[src/asrc_pkg.sv]
package asrc_pkg;
    // ****************************************************************
    // Widths of the memory port
    // ****************************************************************
    localparam int ASRC_AW = 18;
    localparam int ASRC_DW = 16;
    localparam int ASRC_BW = 8;

    // ****************************************************************
    // Timing (ns) and derived cycle counts at the 10 MHz system clock
    // ****************************************************************
    localparam int ASRC_CLK_NS = 100;
    localparam int ASRC_ADDR_SETUP_NS = 0;
    localparam int ASRC_STROBE_WIDTH_NS = 10;
    localparam int ASRC_STROBE_TO_FLOAT_TIME_NS = 6;
    localparam int ASRC_WRITE_DATA_SETUP_TIME_NS = 7;
    localparam int ASRC_ACCESS_NS = 12;
    localparam int ASRC_FLOAT_NS = 6;

    // Least times round up, never below one cycle
    function automatic int asrc_cyc(input int ns);
        int c;
        c = (ns + ASRC_CLK_NS - 1) / ASRC_CLK_NS;
        return (c < 1) ? 1 : c;
    endfunction

    localparam int ASRC_SETUP_CYC = asrc_cyc(ASRC_ADDR_SETUP_NS);
    localparam int ASRC_STROBE_CYC = asrc_cyc(ASRC_STROBE_WIDTH_NS);
    localparam int ASRC_WFLOAT_CYC =
        asrc_cyc(ASRC_STROBE_TO_FLOAT_TIME_NS + ASRC_WRITE_DATA_SETUP_TIME_NS);
    localparam int ASRC_READ_CYC = asrc_cyc(ASRC_ACCESS_NS);
    localparam int ASRC_TURN_CYC = asrc_cyc(ASRC_FLOAT_NS);
    localparam int ASRC_CW = 4;

    // ****************************************************************
    // Carriers
    // ****************************************************************
    typedef struct packed {
        logic [ASRC_AW-1:0] addr;
        logic [ASRC_DW-1:0] wdata;
        logic write;
        logic low_byte_lane_n;
        logic high_byte_lane_n;
        logic oe_low_write;
    } asrc_req_t;

    typedef struct packed {
        logic chip_sel_n;
        logic out_en_n;
        logic write_strobe_n;
        logic low_byte_lane_n;
        logic high_byte_lane_n;
    } asrc_ctl_t;

    localparam asrc_ctl_t ASRC_CTL_IDLE = '{1'b1, 1'b1, 1'b1, 1'b1, 1'b1};
endpackage

[src/asrc_lane_merge.sv]
`timescale 1ns/1ps
module asrc_lane_merge
(
    input wire logic [asrc_pkg::ASRC_DW-1:0] i_bus,
    input wire logic i_low_n,
    input wire logic i_high_n,
    output logic [asrc_pkg::ASRC_DW-1:0] o_word
);
    import asrc_pkg::*;

    // Lanes not enabled float at the pins; return zero rather than noise
    always_comb
    begin
        o_word = '0;
        if (!i_low_n)
            o_word[ASRC_BW-1:0] = i_bus[ASRC_BW-1:0];
        if (!i_high_n)
            o_word[ASRC_DW-1:ASRC_BW] = i_bus[ASRC_DW-1:ASRC_BW];
    end
endmodule

[src/asrc_host.sv]
`timescale 1ns/1ps
// Summary of operation
// - Host drives data for the cycle before the edge that ends the write and releases it on that edge.
// - Strobe write with output enable low lasts float time plus setup.
// - Host keeps strobe high throughout every read.
// - Address valid no later than select falling.
// - Host never drives data while the memory drives it.
module asrc_host
(
    input wire logic i_clk_sys,
    input wire logic i_rstn,
    input wire logic i_req_valid,
    input asrc_pkg::asrc_req_t i_req,
    output logic o_req_ready,
    output logic o_rd_valid,
    output logic [asrc_pkg::ASRC_DW-1:0] o_rd_data,
    output logic [asrc_pkg::ASRC_AW-1:0] o_mem_addr,
    output asrc_pkg::asrc_ctl_t o_mem_ctl,
    input wire logic [asrc_pkg::ASRC_DW-1:0] i_mem_dq,
    output logic [asrc_pkg::ASRC_DW-1:0] o_mem_dq,
    output logic [asrc_pkg::ASRC_DW-1:0] o_mem_dq_oe
);
    import asrc_pkg::*;

    // ****************************************************************
    // State
    // ****************************************************************
    typedef enum logic [2:0] {ASRC_IDLE, ASRC_SETUP, ASRC_WSTROBE, ASRC_WEND,
                              ASRC_RDATA, ASRC_TURN} asrc_state_t;

    asrc_state_t state_q;
    asrc_req_t req_q;
    asrc_ctl_t ctl_q;
    logic [ASRC_CW-1:0] cnt_q;
    logic [ASRC_DW-1:0] dq_oe_q;
    logic [ASRC_DW-1:0] rd_word;

    // Byte-lane mask from the active-low lane enables
    function automatic logic [ASRC_DW-1:0] asrc_lane_mask(input logic low_n, input logic high_n);
        return {{ASRC_BW{~high_n}}, {ASRC_BW{~low_n}}};
    endfunction

    // Count load helper, clipped to counter width
    function automatic logic [ASRC_CW-1:0] asrc_load(input int cyc);
        return ASRC_CW'(cyc - 1);
    endfunction

    assign o_req_ready = (state_q == ASRC_IDLE);
    assign o_mem_ctl = ctl_q;
    assign o_mem_dq = req_q.wdata;
    assign o_mem_dq_oe = dq_oe_q;

    // ****************************************************************
    // Lane merge of the returned word
    // ****************************************************************
    asrc_lane_merge u_merge
    (
        .i_bus(i_mem_dq),
        .i_low_n(req_q.low_byte_lane_n),
        .i_high_n(req_q.high_byte_lane_n),
        .o_word(rd_word)
    );

    // ****************************************************************
    // Sequencer
    // ****************************************************************
    // Request capture; address stays put for the whole access
    always_ff @(posedge i_clk_sys)
    begin
        if (!i_rstn)
        begin
            req_q <= '0;
            o_mem_addr <= '0;
        end
        else if (o_req_ready && i_req_valid)
        begin
            req_q <= i_req;
            o_mem_addr <= i_req.addr;
        end
    end

    // Control pins and state walk
    always_ff @(posedge i_clk_sys)
    begin
        if (!i_rstn)
        begin
            state_q <= ASRC_IDLE;
            ctl_q <= ASRC_CTL_IDLE;
            cnt_q <= '0;
            dq_oe_q <= '0;
        end
        else
        begin
            unique case (state_q)
                ASRC_IDLE:
                begin
                    dq_oe_q <= '0;
                    if (i_req_valid)
                    begin
                        // Select falls a cycle after address is set
                        state_q <= ASRC_SETUP;
                        cnt_q <= asrc_load(ASRC_SETUP_CYC);
                    end
                end
                ASRC_SETUP:
                begin
                    if (cnt_q != '0)
                        cnt_q <= cnt_q - 1'b1;
                    else if (req_q.write)
                    begin
                        ctl_q.chip_sel_n <= 1'b0;
                        ctl_q.out_en_n <= ~req_q.oe_low_write;
                        ctl_q.write_strobe_n <= 1'b0;
                        ctl_q.low_byte_lane_n <= req_q.low_byte_lane_n;
                        ctl_q.high_byte_lane_n <= req_q.high_byte_lane_n;
                        // Drive only after strobe low has turned memory off
                        state_q <= ASRC_WSTROBE;
                        cnt_q <= req_q.oe_low_write ? asrc_load(ASRC_WFLOAT_CYC)
                                                    : asrc_load(ASRC_STROBE_CYC);
                    end
                    else
                    begin
                        ctl_q.chip_sel_n <= 1'b0;
                        ctl_q.out_en_n <= 1'b0;
                        ctl_q.write_strobe_n <= 1'b1;
                        ctl_q.low_byte_lane_n <= req_q.low_byte_lane_n;
                        ctl_q.high_byte_lane_n <= req_q.high_byte_lane_n;
                        state_q <= ASRC_RDATA;
                        cnt_q <= asrc_load(ASRC_READ_CYC);
                    end
                end
                ASRC_WSTROBE:
                begin
                    // Wait out the float time with pins released, so no contention
                    if (cnt_q != '0)
                        cnt_q <= cnt_q - 1'b1;
                    else
                    begin
                        // Data driven one cycle into the strobe, memory already floating
                        dq_oe_q <= asrc_lane_mask(req_q.low_byte_lane_n, req_q.high_byte_lane_n);
                        state_q <= ASRC_WEND;
                    end
                end
                ASRC_WEND:
                begin
                    // Strobe and select rise together with a full cycle of data setup
                    ctl_q <= ASRC_CTL_IDLE;
                    // Pins released on the ending edge; zero hold is the least allowed
                    dq_oe_q <= '0;
                    state_q <= ASRC_IDLE;
                end
                ASRC_RDATA:
                begin
                    if (cnt_q != '0)
                        cnt_q <= cnt_q - 1'b1;
                    else
                    begin
                        ctl_q <= ASRC_CTL_IDLE;
                        state_q <= ASRC_TURN;
                        cnt_q <= asrc_load(ASRC_TURN_CYC);
                    end
                end
                ASRC_TURN:
                begin
                    // Bus turnaround: memory needs time to float before next write
                    if (cnt_q != '0)
                        cnt_q <= cnt_q - 1'b1;
                    else
                        state_q <= ASRC_IDLE;
                end
            endcase
        end
    end

    // Read return: sampled in the last cycle of the access
    always_ff @(posedge i_clk_sys)
    begin
        if (!i_rstn)
        begin
            o_rd_valid <= 1'b0;
            o_rd_data <= '0;
        end
        else
        begin
            o_rd_valid <= (state_q == ASRC_RDATA) && (cnt_q == '0);
            if ((state_q == ASRC_RDATA) && (cnt_q == '0))
                o_rd_data <= rd_word;
        end
    end
endmodule

[config.mk]
export PLATFORM = sky130hd
export DESIGN_NAME = asrc_host
export DESIGN_NICKNAME = d
export VERILOG_FILES = /design/src/asrc_pkg.sv /design/src/asrc_lane_merge.sv /design/src/asrc_host.sv
export SDC_FILE = /design/constraint.sdc
export NUM_CORES = 1
export LEC_CHECK = 0
export BUFFER_PORTS_ARGS = -buffer_cell sky130_fd_sc_hd__buf_2
export CAP_MARGIN = 5
export CORE_ASPECT_RATIO = 1.2
export CORE_UTILIZATION = 44
export CTS_BUF_LIST = sky130_fd_sc_hd__clkbuf_4
export CTS_CLUSTER_DIAMETER = 60
export CTS_CLUSTER_SIZE = 12
export DETAILED_ROUTE_END_ITERATION = 7
export GPL_ROUTABILITY_DRIVEN = 0
export HOLD_SLACK_MARGIN = 0.06
export PLACE_DENSITY = 0.78
export SYNTH_ARGS = -nofsm -noshare
export SYNTH_HDL_FRONTEND = slang
export SYNTH_SLANG_ARGS = --single-unit
[constraint.sdc]
create_clock -name i_clk_sys -period 1.5 [get_ports i_clk_sys]
set_clock_uncertainty 0.1 [all_clocks]
set_input_delay 0.3 -clock i_clk_sys [delete_from_list [all_inputs] [get_ports i_clk_sys]]
set_output_delay 0.3 -clock i_clk_sys [all_outputs]
set_load 0.05 [all_outputs]
==> qor.csv <==
stage,metric,value,unit
setup_path,max incr delay on CP,0.35,ns
pwr,Pleak,2.22,nW
route,final wirelength,10000,µm
run_status,status,"complete, but fails checks",
synth,post-synthesis adder-cell area fraction,0.416,%
setup_path,CP Max Fanout,5,
cts,CTS tree,done,
synth,Synth top area share,45.9,%
synth,largest family of logic cells by synthesized area,simple AND/OR/NAND/NOR gates,
sta,max-slew violation count,0,
global_route,GR Util met1,26.4,%
global_route,initial antenna violation count,0,
sta,Hold WS,0.0767,ns
route,DRC violations left,0,
sta,"Min Clock Period, post-route",1.86,ns
route,WL/cell,15.4,µm
cells_and_area,Final nets,621,
placed_design,half-perimeter wire length after placement,4930,µm
floorplanning,Starting Density,46.1,%
floorplanning,Rows,32,
cts,clock sinks,69,
cells_and_area,Area Overhead vs Synth,67.5,%
synth,Post-Synth Simple-Gate Area,24.8,%
global_route,first-pass GRT wire length,14500,µm
setup_path,slowest library cell on the worst path,dfxtp_4,
synth,post-synth net total,426,
sta,Setup WS post-layout,-0.357,ns
placed_design,IO Port Bufs,129,
setup_path,Critical Path AT,2.06,ns
flow_run,max-cap viol count,0,
floorplanning,Top Ports,130,
pwr,Total Power,8.05,mW
setup_path,CP bufs+invs,5,
cts,CTS root buf,clkbuf_4,
route,vias per cell,5.14,
sta,Final Hold Vio Count,0,
setup_path,Setup crit end kind,flip-flop,
cells_and_area,"most common cell after layout, fill and taps aside",buf_2,
global_route,gr ovfl total,0,
setup_path,CP Launch Type,flip-flop,
synth,Synth area leaders,"dfxtp_1 46%, nand2_1 13%, a21oi_1 10%, buf_4 7.5%, nand3b_1 5.0%",
cells_and_area,fill cell count,402,
cells_and_area,most frequent cells in the layout,"109 x buf_2, 88 x nand2_1, 62 x dfxtp_1",
synth,Synth Area in Compound Gates,15.5,%
global_route,vias in the first global route,3249,
floorplanning,core area,6530,µm²
cts,cts bufs inserted,9,
cts,Max Root-Sink Buffers,2,
pwr,Pwr per Cell Area,1600,nW/µm²
cts,clk_lat worst skew,0.40,ns
synth,"Seq/Total Area, Yosys",45.9,%
placed_design,Area after DPL,3750,µm²
synth,unique cell type count in the Yosys netlist,41,
hold_path,HP Class,in2reg,
synth,synthesized area per cell,8.18,µm²
floorplanning,die area,7180,µm²
setup_path,crit-path leading delay family,buffers and inverters,
synth,Ys Warns,0,
cts,H-Tree Level Count,3,
synth,Netlist Area Pre-Place,3010,µm²
global_route,busiest layer in global routing,met2,
setup_path,Most common cell on crit path,buf_4,
setup_path,Worst Path Required,1.70,ns
sta,Worst Max-Slew Pin Slew,0.438,ns
global_route,met2 Usage GRT,47.9,%
cells_and_area,n_diodes,0,
global_route,GRT Overall Usage,25.6,%
route,routed vias,3343,
sta,Slew HR,70.8,%
global_route,largest net degree at the start of global routing,39,
setup_path,Setup CP Type,reg2reg,
placed_design,Place WS,-0.181,ns
run_status,failing checks,negative setup slack,
synth,mux cell area share after synthesis,0.665,%
sta,period utilisation layout,124,%
route,First-pass DRT Iterations,4,
setup_path,CP Cell Sequence,buf_4 > buf_4 > nor4b_4 > buf_4 > buf_4 > nand3b_1 > buf_6 > nand2_1 > a21oi_2,
cts,Clock Pin Slew Worst Setup and Hold Paths,0.10,ns
floorplanning,Die Span Y,92.6,µm
synth,synthesized flop and latch total,69,
cells_and_area,fraction of layout cells with a size suffix above 1,47.5,%
cells_and_area,Post-Layout Inst Area,5040,µm²
synth,Mapped Cells,368,
synth,post-synth top area cell,dfxtp_1,
sta,"Setup violations, final",70,
sta,fmax,0.538,GHz
global_route,met3 Usage GRT,5.32,%
floorplanning,Die X,77.5,µm
synth,area share of xor/xnor cells in the synthesized design,0.291,%
route,Antenna Nets Post-Route,0,
pwr,maximum VDD drop,0.000935,V
route,Initial DRC Count,210,
sta,RSZ-0062 raised after global routing,yes,
==> power breakdown <==
part	total [mW]	switching [mW]	internal, mW
Sequential	2.37	0.237	2.13
Clock	0.921	0.595	0.326
Combinational	4.76	2.78	1.99
Total	8.05	3.61	4.44
==> area by class of cell <==
class                      count  area (µm²)  share of cell area (%)
clock buffer                  10        75.1                    1.49
clock inverter                 4        17.5                   0.347
inverter                       6        30.0                   0.596
multi-input combinational    239        1510                    30.0
sequential                    69        1390                    27.6
tap                           85         106                    2.11
timing repair buffer         238        1910                    37.9
==> logic make-up (layout without fill, tap and decap cells) <==
kind of cell	Yosys count	count (layout)
simple gates	152	152
compound gates	83	83
flops	69	69
buf+inv	60	258
mux	2	2
fa+ha+maj	1	1
xor+xnor	1	1
==> final timing paths <==
check | cells past startpoint | slack, ns | startpoint | endpoint
setup / recovery | 9 | -0.36 | state_q[1]$_SDFFE_PN0P_ | o_rd_data[6]$_SDFFE_PN0P_
hold / removal | 3 | 0.08 | i_mem_dq[9] | o_rd_data[9]$_SDFFE_PN0P_
setup reg to reg | 9 | -0.36 | state_q[1]$_SDFFE_PN0P_ | o_rd_data[6]$_SDFFE_PN0P_
hold reg to reg | 2 | 0.36 | o_rd_data[9]$_SDFFE_PN0P_ | o_rd_data[9]$_SDFFE_PN0P_
==> flip-flops by register name, indices dropped and copies added, names as in the netlist <==
signal	count
cnt_q	4
o_mem_ctl	5
o_rd_data	16
o_mem_dq_oe	2
state_q	3
o_mem_addr	18
req_q	4
o_rd_valid	1
o_mem_dq	16
==> cells in the mapped netlist <==
library cell / n
nand2b_1: 2
o22a_1: 1
or3_4: 1
nand2_1: 102
a31oi_1: 2
or3b_1: 1
mux2i_1: 2
o21bai_1: 1
buf_2: 7
nor4b_4: 1
nor4_1: 2
or3_1: 1
or3b_2: 1
a211oi_1: 3
dfxtp_1: 69
inv_2: 2
buf_1: 2
nor2b_1: 1
inv_1: 4
nor3b_2: 1
o211ai_1: 1
a21o_1: 2
nor2_1: 6
a22oi_1: 1
ha_1: 1
nand3_1: 1
o32ai_1: 3
nor3_1: 5
clkbuf_1: 11
buf_6: 4
xnor2_1: 1
nor3b_4: 1
o21ai_0: 5
a21oi_1: 60
nand4_1: 3
buf_4: 30
o21a_1: 3
nand3b_1: 20
nor3b_1: 1
and2_1: 2
o211a_1: 1
==> routing by layer <==
layer / share of wire, % / vias to the layer above
li1: - / 1597
met1: 38 / 1583
met2: 54 / 127
met3: 4.5 / 36
met4: 3.7 / 0
met5: 0 / -
==> tightest hold or removal path, delay by kind of cell <==
| kind | cells | cell delay, ns |
|---|---|---|
| compound gates | 1 | 0.06 |
| buf+inv | 1 | 0.10 |
| simple gates | 1 | 0.08 |
==> metrics by stage <==
stage,utilization [%],cells,TNS [ns]
2_1_floorplan,-,368,-4.95
6_report,77.3,651,-16.52
4_1_cts,72.5,642,-13.35
3_3_place_gp,57.5,557,-0.943
5_1_grt,77.3,651,-20.23
3_5_place_dp,57.5,557,-2.90
==> repair_timing <==
action / 4_1_cts / 5_1_grt
endpoints found under the hold margin: 57 / 0
buffers inserted: 15 / 6
gates resized for setup: 39 / 83
setup endpoints to repair: 85 / 86
cloned: 4 / 4
pin swaps: 16 / 23
hold buffers: 53 / 0
(Power assumes the default switching activity.)
